**src/rtl/scip_pkg.sv**
```systemverilog
// Shared types and constants for the slave/cascade interrupt pin block
package scip_pkg;

  localparam int SCIP_NUM_REQ = 5;
  localparam int SCIP_LINE_ZERO = 0;
  localparam int SCIP_LINE_ONE = 1;
  localparam int SCIP_LINE_TWO = 2;
  localparam int SCIP_LINE_THREE = 3;
  localparam int SCIP_LINE_FOUR = 4;
  localparam logic [4:0] SCIP_REQ_RST = 5'h00;
  localparam logic [1:0] SCIP_SYNC_RST = 2'h0;

  typedef enum logic [1:0] {
    SCIP_MODE_MASTER,
    SCIP_MODE_CASCADE,
    SCIP_MODE_SFNM,
    SCIP_MODE_SLAVE
  } scip_mode_t;

  // Pin mode selection per shared pin
  typedef struct packed {
    logic pio_line_one;
    logic pio_line_two;
    logic pio_line_three;
  } scip_pio_sel_t;

  // Values driven onto one two-way pin
  typedef struct packed {
    logic out;
    logic oe;
  } scip_pin_drv_t;

  typedef enum logic [1:0] {
    SCIP_SL_IDLE,
    SCIP_SL_REQ,
    SCIP_SL_TYPE
  } scip_sl_state_t;

endpackage : scip_pkg

```
**src/rtl/scip_edge.sv**
```systemverilog
// Per-line request register with level and edge capture
module scip_edge
  import scip_pkg::*;
#(
  parameter int WIDTH = SCIP_NUM_REQ
) (
  input wire logic i_sys_clk,
  input wire logic i_resetn,
  input wire logic [WIDTH-1:0] i_req,
  input wire logic [WIDTH-1:0] i_gate,
  output logic [WIDTH-1:0] o_level,
  output logic [WIDTH-1:0] o_rise
);

  if (WIDTH < 1) begin : g_bad_width
    $error("scip_edge: WIDTH must be positive");
  end

  typedef struct packed {
    logic [WIDTH-1:0] lvl;
  } scip_edge_st_t;

  scip_edge_st_t st_r;
  scip_edge_st_t st_nxt;
  logic [WIDTH-1:0] gated;

  // Same treatment for every line; only position differs
  genvar g;
  generate
    for (g = 0; g < WIDTH; g++) begin : g_line
      assign gated[g] = i_req[g] & i_gate[g];
    end
  endgenerate

  always_comb begin
    st_nxt = st_r;
    st_nxt.lvl = gated;
  end

  always_ff @(posedge i_sys_clk or negedge i_resetn) begin
    if (!i_resetn) begin
      st_r <= '0;
    end else begin
      st_r <= st_nxt;
    end
  end

  assign o_level = st_r.lvl;
  assign o_rise = gated & ~st_r.lvl;

endmodule : scip_edge

```
**src/rtl/scip_pins.sv**
```systemverilog
// Interrupt request, acknowledge and slave-select pin logic
// What this block does
// - In slave mode the shared request pin drives a request to the master.
// - Cascade or fully-nested: pin shared with line two is line zero's ack.
// - Cascade or fully-nested: pin shared with line three is line one's ack.
// - In master mode, lines one and two behave like line four, own line and vector.
// - Line zero is maskable and behaves like line four.
// - Slave-select input after line zero means an interrupt type is on the bus.
// - Enabled port data register turns multiplexed pins into port bits.
module scip_pins
  import scip_pkg::*;
(
  input wire logic i_sys_clk,
  input wire logic i_resetn,
  input wire scip_mode_t i_mode,
  input wire logic i_pio_data_en,
  input wire scip_pio_sel_t i_pio_sel,
  input wire logic [SCIP_NUM_REQ-1:0] i_mask,
  input wire logic i_ext_req_line_zero,
  input wire logic i_ext_req_line_one_in,
  input wire logic i_ext_req_line_two_in,
  input wire logic i_line_three_in,
  input wire logic i_ext_req_line_four,
  input wire logic [SCIP_NUM_REQ-1:0] i_ack_pulse,
  input wire logic i_slave_req,
  input wire logic i_pio_line_one_out,
  input wire logic i_pio_line_two_out,
  input wire logic i_pio_line_three_out,
  input wire logic [2:0] i_pio_oe,
  output logic o_ext_req_line_one_out,
  output logic o_ext_req_line_one_oe,
  output logic o_ack_out_zero,
  output logic o_ack_out_zero_oe,
  output logic o_ack_out_one,
  output logic o_ack_out_one_oe,
  output logic [SCIP_NUM_REQ-1:0] o_pending,
  output logic [SCIP_NUM_REQ-1:0] o_req_edge,
  output logic o_type_on_bus,
  output logic o_select_err,
  output logic [2:0] o_port_in
);

  typedef struct packed {
    logic [SCIP_NUM_REQ-1:0] pend;
    logic ack0;
    logic ack1;
    logic irq;
    logic type_bus;
    logic sel_err;
    logic [2:0] port_in;
    scip_sl_state_t sl;
  } scip_st_t;

  // What each shared pin is doing in the current mode
  typedef enum logic [2:0] {
    SCIP_ROLE_REQ,
    SCIP_ROLE_PORT,
    SCIP_ROLE_ACK,
    SCIP_ROLE_SELECT,
    SCIP_ROLE_IRQ
  } scip_role_t;

  scip_st_t st_r;
  scip_st_t st_nxt;
  logic casc;
  logic slave;
  logic pio1;
  logic pio2;
  logic pio3;
  logic [SCIP_NUM_REQ-1:0] raw;
  logic [SCIP_NUM_REQ-1:0] gate;
  logic [SCIP_NUM_REQ-1:0] lvl;
  logic [SCIP_NUM_REQ-1:0] rise;
  logic select_act;
  scip_role_t role_one;
  scip_role_t role_two;
  scip_role_t role_three;

  assign casc = (i_mode == SCIP_MODE_CASCADE) || (i_mode == SCIP_MODE_SFNM);
  assign slave = (i_mode == SCIP_MODE_SLAVE);
  // Port mode only takes effect with the data register enabled
  assign pio1 = i_pio_data_en & i_pio_sel.pio_line_one;
  assign pio2 = i_pio_data_en & i_pio_sel.pio_line_two;
  assign pio3 = i_pio_data_en & i_pio_sel.pio_line_three;

  // One role per shared pin keeps gating and drivers in step
  always_comb begin
    if (pio1) begin
      role_one = SCIP_ROLE_PORT;
    end else if (slave) begin
      role_one = SCIP_ROLE_SELECT;
    end else begin
      role_one = SCIP_ROLE_REQ;
    end
    if (pio2) begin
      role_two = SCIP_ROLE_PORT;
    end else if (casc) begin
      role_two = SCIP_ROLE_ACK;
    end else begin
      role_two = SCIP_ROLE_REQ;
    end
    if (pio3) begin
      role_three = SCIP_ROLE_PORT;
    end else if (casc) begin
      role_three = SCIP_ROLE_ACK;
    end else if (slave) begin
      role_three = SCIP_ROLE_IRQ;
    end else begin
      role_three = SCIP_ROLE_REQ;
    end
  end

  // Line one pin doubles as slave select (active low) in slave mode
  assign select_act = (role_one == SCIP_ROLE_SELECT) &
                      ~i_ext_req_line_one_in;

  always_comb begin
    raw = '0;
    raw[SCIP_LINE_ZERO] = i_ext_req_line_zero;
    raw[SCIP_LINE_ONE] = i_ext_req_line_one_in;
    raw[SCIP_LINE_TWO] = i_ext_req_line_two_in;
    raw[SCIP_LINE_THREE] = i_line_three_in;
    raw[SCIP_LINE_FOUR] = i_ext_req_line_four;
    gate = ~i_mask;
    // Port, ack, select and irq pins never raise requests
    gate[SCIP_LINE_ONE] &= (role_one == SCIP_ROLE_REQ);
    gate[SCIP_LINE_TWO] &= (role_two == SCIP_ROLE_REQ);
    gate[SCIP_LINE_THREE] &= (role_three == SCIP_ROLE_REQ);
  end

  scip_edge #(
    .WIDTH(SCIP_NUM_REQ)
  ) u_edge (
    .i_sys_clk(i_sys_clk),
    .i_resetn(i_resetn),
    .i_req(raw),
    .i_gate(gate),
    .o_level(lvl),
    .o_rise(rise)
  );

  always_comb begin
    st_nxt = st_r;
    // Pending: set wins over the acknowledge clear
    st_nxt.pend = (st_r.pend & ~i_ack_pulse) | rise;
    st_nxt.ack0 = (role_two == SCIP_ROLE_ACK) &
                  i_ack_pulse[SCIP_LINE_ZERO];
    st_nxt.ack1 = (role_three == SCIP_ROLE_ACK) &
                  i_ack_pulse[SCIP_LINE_ONE];
    st_nxt.irq = (role_three == SCIP_ROLE_IRQ) & i_slave_req;
    st_nxt.sel_err = 1'b0;
    st_nxt.port_in = {i_line_three_in, i_ext_req_line_two_in,
                      i_ext_req_line_one_in};
    case (st_r.sl)
      SCIP_SL_IDLE: begin
        st_nxt.type_bus = 1'b0;
        if (slave && lvl[SCIP_LINE_ZERO]) begin
          st_nxt.sl = SCIP_SL_REQ;
        end else if (select_act) begin
          // Select ahead of line zero breaks the master's ordering
          st_nxt.sel_err = 1'b1;
        end
      end
      SCIP_SL_REQ: begin
        if (!slave) begin
          st_nxt.sl = SCIP_SL_IDLE;
        end else if (select_act) begin
          st_nxt.sl = SCIP_SL_TYPE;
          st_nxt.type_bus = 1'b1;
        end else if (!lvl[SCIP_LINE_ZERO]) begin
          st_nxt.sl = SCIP_SL_IDLE;
        end
      end
      SCIP_SL_TYPE: begin
        st_nxt.type_bus = select_act;
        if (!select_act) begin
          st_nxt.sl = SCIP_SL_IDLE;
        end
      end
      default: begin
        st_nxt.sl = SCIP_SL_IDLE;
        st_nxt.type_bus = 1'b0;
      end
    endcase
  end

  always_ff @(posedge i_sys_clk or negedge i_resetn) begin
    if (!i_resetn) begin
      st_r <= '{pend: SCIP_REQ_RST, ack0: 1'b0, ack1: 1'b0, irq: 1'b0,
                type_bus: 1'b0, sel_err: 1'b0, port_in: 3'h0,
                sl: SCIP_SL_IDLE};
    end else begin
      st_r <= st_nxt;
    end
  end

  // Acks are active low on the pin; an undriven ack pin rests high, the line one pin rests low
  always_comb begin
    case (role_one)
      SCIP_ROLE_PORT: begin
        o_ext_req_line_one_out = i_pio_line_one_out;
        o_ext_req_line_one_oe = i_pio_oe[0];
      end
      default: begin
        // Request or select input: never driven
        o_ext_req_line_one_out = 1'b0;
        o_ext_req_line_one_oe = 1'b0;
      end
    endcase
    case (role_two)
      SCIP_ROLE_PORT: begin
        o_ack_out_zero = i_pio_line_two_out;
        o_ack_out_zero_oe = i_pio_oe[1];
      end
      SCIP_ROLE_ACK: begin
        o_ack_out_zero = ~st_r.ack0;
        o_ack_out_zero_oe = 1'b1;
      end
      default: begin
        o_ack_out_zero = 1'b1;
        o_ack_out_zero_oe = 1'b0;
      end
    endcase
    case (role_three)
      SCIP_ROLE_PORT: begin
        o_ack_out_one = i_pio_line_three_out;
        o_ack_out_one_oe = i_pio_oe[2];
      end
      SCIP_ROLE_ACK: begin
        o_ack_out_one = ~st_r.ack1;
        o_ack_out_one_oe = 1'b1;
      end
      SCIP_ROLE_IRQ: begin
        o_ack_out_one = st_r.irq;
        o_ack_out_one_oe = 1'b1;
      end
      default: begin
        o_ack_out_one = 1'b1;
        o_ack_out_one_oe = 1'b0;
      end
    endcase
  end

  assign o_pending = st_r.pend;
  assign o_req_edge = rise;
  assign o_type_on_bus = st_r.type_bus;
  assign o_select_err = st_r.sel_err;
  assign o_port_in = st_r.port_in;

endmodule : scip_pins

```
**config.mk**
```make
export PLATFORM = sky130hd
export DESIGN_NAME = scip_pins
export DESIGN_NICKNAME = d
export VERILOG_FILES = /design/src/rtl/scip_pkg.sv /design/src/rtl/scip_edge.sv /design/src/rtl/scip_pins.sv
export SDC_FILE = /design/constraint.sdc
export NUM_CORES = 1
export LEC_CHECK = 0
export BUFFER_PORTS_ARGS = -buffer_cell sky130_fd_sc_hd__clkbuf_2
export CAP_MARGIN = 20
export CORE_MARGIN = 4
export CORE_UTILIZATION = 40
export DETAILED_ROUTE_END_ITERATION = 6
export PLACE_DENSITY = 0.74
export SLEW_MARGIN = 20
export SYNTH_ARGS = -nofsm -noshare
export SYNTH_HDL_FRONTEND = slang
export SYNTH_SLANG_ARGS = --single-unit
export TNS_END_PERCENT = 10
```
**constraint.sdc**
```tcl
create_clock -name i_sys_clk -period 1.6 [get_ports i_sys_clk]
set_clock_uncertainty 0.2 [all_clocks]
set_input_delay 0.32 -clock i_sys_clk [delete_from_list [all_inputs] [get_ports i_sys_clk]]
set_output_delay 0.32 -clock i_sys_clk [all_outputs]
set_load 0.03 [all_outputs]
```
==> summary.txt <==
Outcome: complete, but fails checks
Failing checks: setup timing
Worst setup EP type: output port
Area delta synth->final: 64.0%
Final worst setup slack: -0.151 ns
Simple-Gate Fraction of Synth Area: 16.6%
Worst R2R Start: st_r[1]
Achievable Freq: 571 MHz
Leakage: 0.000874 uW
Worst Reg-to-Reg Cells: 5
Drt pass-1 iters: 4
Post-synth top area share: 50.3%
Die footprint: 3350 um2
RSZ-0062 raised after global routing: yes
CP top delay family: buffers and inverters
Period Utilization, post-route: 109%
Mean Syn Cell Area: 10.4 um2
Synth top area cells: dfrtp_1, ha_1, buf_4, inv_1, nor2b_1
Critical path arrival: 1.23 ns
CP Buf/Inv Count: 2
First-pass GRT wire length: 4.67 mm
Asr flop ratio synth: 100%
Total negative slack: -0.796 ns
WL/cell: 14.6 um
ANT nets after route: 0
GR Overflow Total: 0
Final setup fails: 8
P_sw: 502 uW
Vias in the first global route: 1,074
GRT Total Usage: 18.1%
CTS max path bufs: 2
Hold Crit Start: i_ack_pulse[1]
Standard-cell rows: 17
Post-synthesis cell type count: 31
R2R setup slack: 0.08 ns
DRT iter0 DRCs: 16
Max-Slew Margin vs Limit: 66.5%
Slew Limit Fails: 0
Top-Level Pins: 51
Warning count from the yosys run: 0
Hold Crit Depth: 2
Crit-path slowest cell: ha_2
Reg power frac: 40.1%
Max-Cap Viols: 0
Req. time, crit path: 1.08 ns
Synth Area in Compound Gates: 14.5%
Cell Chain, Critical Path: clkbuf_2, ha_2, a211oi_2, nand2_1, nor2_4, clkbuf_8
Final Hold Vio Count: 0
# H-tree levels: 1
Crit path launch type: input pin
DR vias/cell: 4.95
Pwr Total: 1470 uW
Initial Util: 43.3%
Peak supply drop: 853 uV
CP Launch Point: i_mode[0]
Comb power frac: 40.0%
Main combinational cell family by area after synthesis: simple AND/OR/NAND/NOR gates
Die height: 57.9 um
WS Path Type: in2out
Nets: 201
Hold Crit Class: in2reg
Largest net degree at the start of global routing: 21
IO Port Bufs: 50
Sw Ratio: 34.1%
Worst Path Max Fanout: 2
Width of the die: 57.9 um
Clock transition at the registers of the reported paths: 0.11 ns
# diodes: 0
Number of synthesized flops with an enable pin: 0
Seq/Total Area, Yosys: 50.3%
Clock Root Buffer: clkbuf_4
Final HPWL DP: 2.02 mm
Hold Path End: o_pending[1]
Total CTS buffers: 3
# clock sinks: 20
Number of synthesized register bits: 20
Int Power: 969 uW
Routed vias: 956
Later-pin clock latency in the skew report: 0.29 ns
Power density over the cells: 901 nW/um2
Syn Nets: 131
CTS tree: done
Largest area contributor in the netlist: dfrtp_1
Multiplexer area fraction after synthesis: 2.14%
Critical path's largest stage delay: 0.21 ns
Layout cells sized above 1: 55.8%
Worst-Margin Slew: 0.502 ns
Fillcell total: 186
Mapped cell area: 995 um2
DRT Wirelength: 2.82 mm
Clock Power Share: 19.9%
Initial antenna violation count: 0
Residual DRC: 0
Routability cong.: 0.735
End of the worst register-to-register path: st_r[1]
Placeable Area: 2300 um2
Synth Instances: 96
Synth Flop Type: dfrtp_1
Adder-cell share of the synthesized area: 6.29%
XOR/XNOR share of the synthesized area: 0%
Tmin final: 1.75 ns
cell usage after synthesis, types with 2 or more instances:
cell and instances:
buf_4 8, nand2_1 6, nand4_1 2, o22ai_1 3, and3_1 4, nor2b_1 5, o21ai_0 2, dfrtp_1 20
ha_1 5, inv_1 11, a21oi_1 2, nor2_1 8, a21o_1 2
cell usage in the layout, fill, tap and decap left out, types with 2 or more instances in the layout:
cell            n
ha_2            2
buf_8           4
nand4_1         2
dlygate4sd3_1   8
clkbuf_4        4
inv_1          10
clkbuf_8        4
nand2_1         5
nor2_4          4
nor2b_1         4
a21oi_2         3
ha_1            2
nand2_2         2
dfrtp_1        19
o21ai_2         2
buf_4          13
and3_1          4
buf_6           4
clkbuf_2       40
o22ai_1         2
a21o_1          2
nor2_1          4
final cells by class:
cell class,instances,area (um2),share of cell area (%)
clock buffers,4,36.3,2.22
inverters,11,41.3,2.53
multi-input cells,57,485,29.8
flip-flops and latches,20,502,30.8
well taps,28,35.0,2.15
repair buffers,73,532,32.6
worst max path at each step:
stage                          to  cells after the start
floorplan           o_req_edge[3]                      4
global placement    o_req_edge[3]                      6
detailed placement  o_req_edge[3]                      6
CTS                 o_req_edge[3]                      6
global route        o_req_edge[2]                      6
finish              o_req_edge[1]                      6
metrics by stage:
stage	setup WS (ns)	cell area (um2)	cells	hold slack (ns)	utilization (%)
after floorplan	-0.0309	1050	96	-0.176	-
after global placement	-0.269	1330	174	0.108	58.0
after detailed placement	-0.282	1330	174	0.115	58.0
after CTS	-0.158	1610	193	0.00477	70.0
after global routing	-0.221	1630	193	0.0218	71.0
final	-0.151	1630	193	0.0100	71.0
per-layer routing:
layer	GRT usage, %	vias to the layer above	part of all wire [%]
met5	0	-	0
met4	6.29	0	1.1
met3	3.79	4	7.5
met2	34.4	39	54
met1	19.6	455	37
li1	-	458	-
cell families after synthesis:
group	count (synthesis)
DFF	20
muxes	2
buffers and inverters	19
AOI/OAI and AO/OA	19
adders and majority gates	5
and+or+nand+nor	31
state kept, by name, summed over array words and instances (netlist names):
signal	cells
o_pending	5
o_type_on_bus	1
st_r	5
o_select_err	1
u_edge.o_level	5
o_port_in	3
power by group through the flow:
stage	registers (uW)	logic, uW	clock network [uW]
2_1_floorplan	597	347	0
3_3_place_gp	592	466	0
3_5_place_dp	595	504	0
4_1_cts	586	563	302
5_1_grt	597	636	320
6_report	590	588	293
what timing repair did:
item,CTS,global route
hold buffers,8,0
setup buffers,7,0
resized for setup,28,14
setup endpoints to repair,8,13
hold endpoints to repair,27,0
pin swaps,6,1
Note: power is estimated with default switching activity, not from simulation.
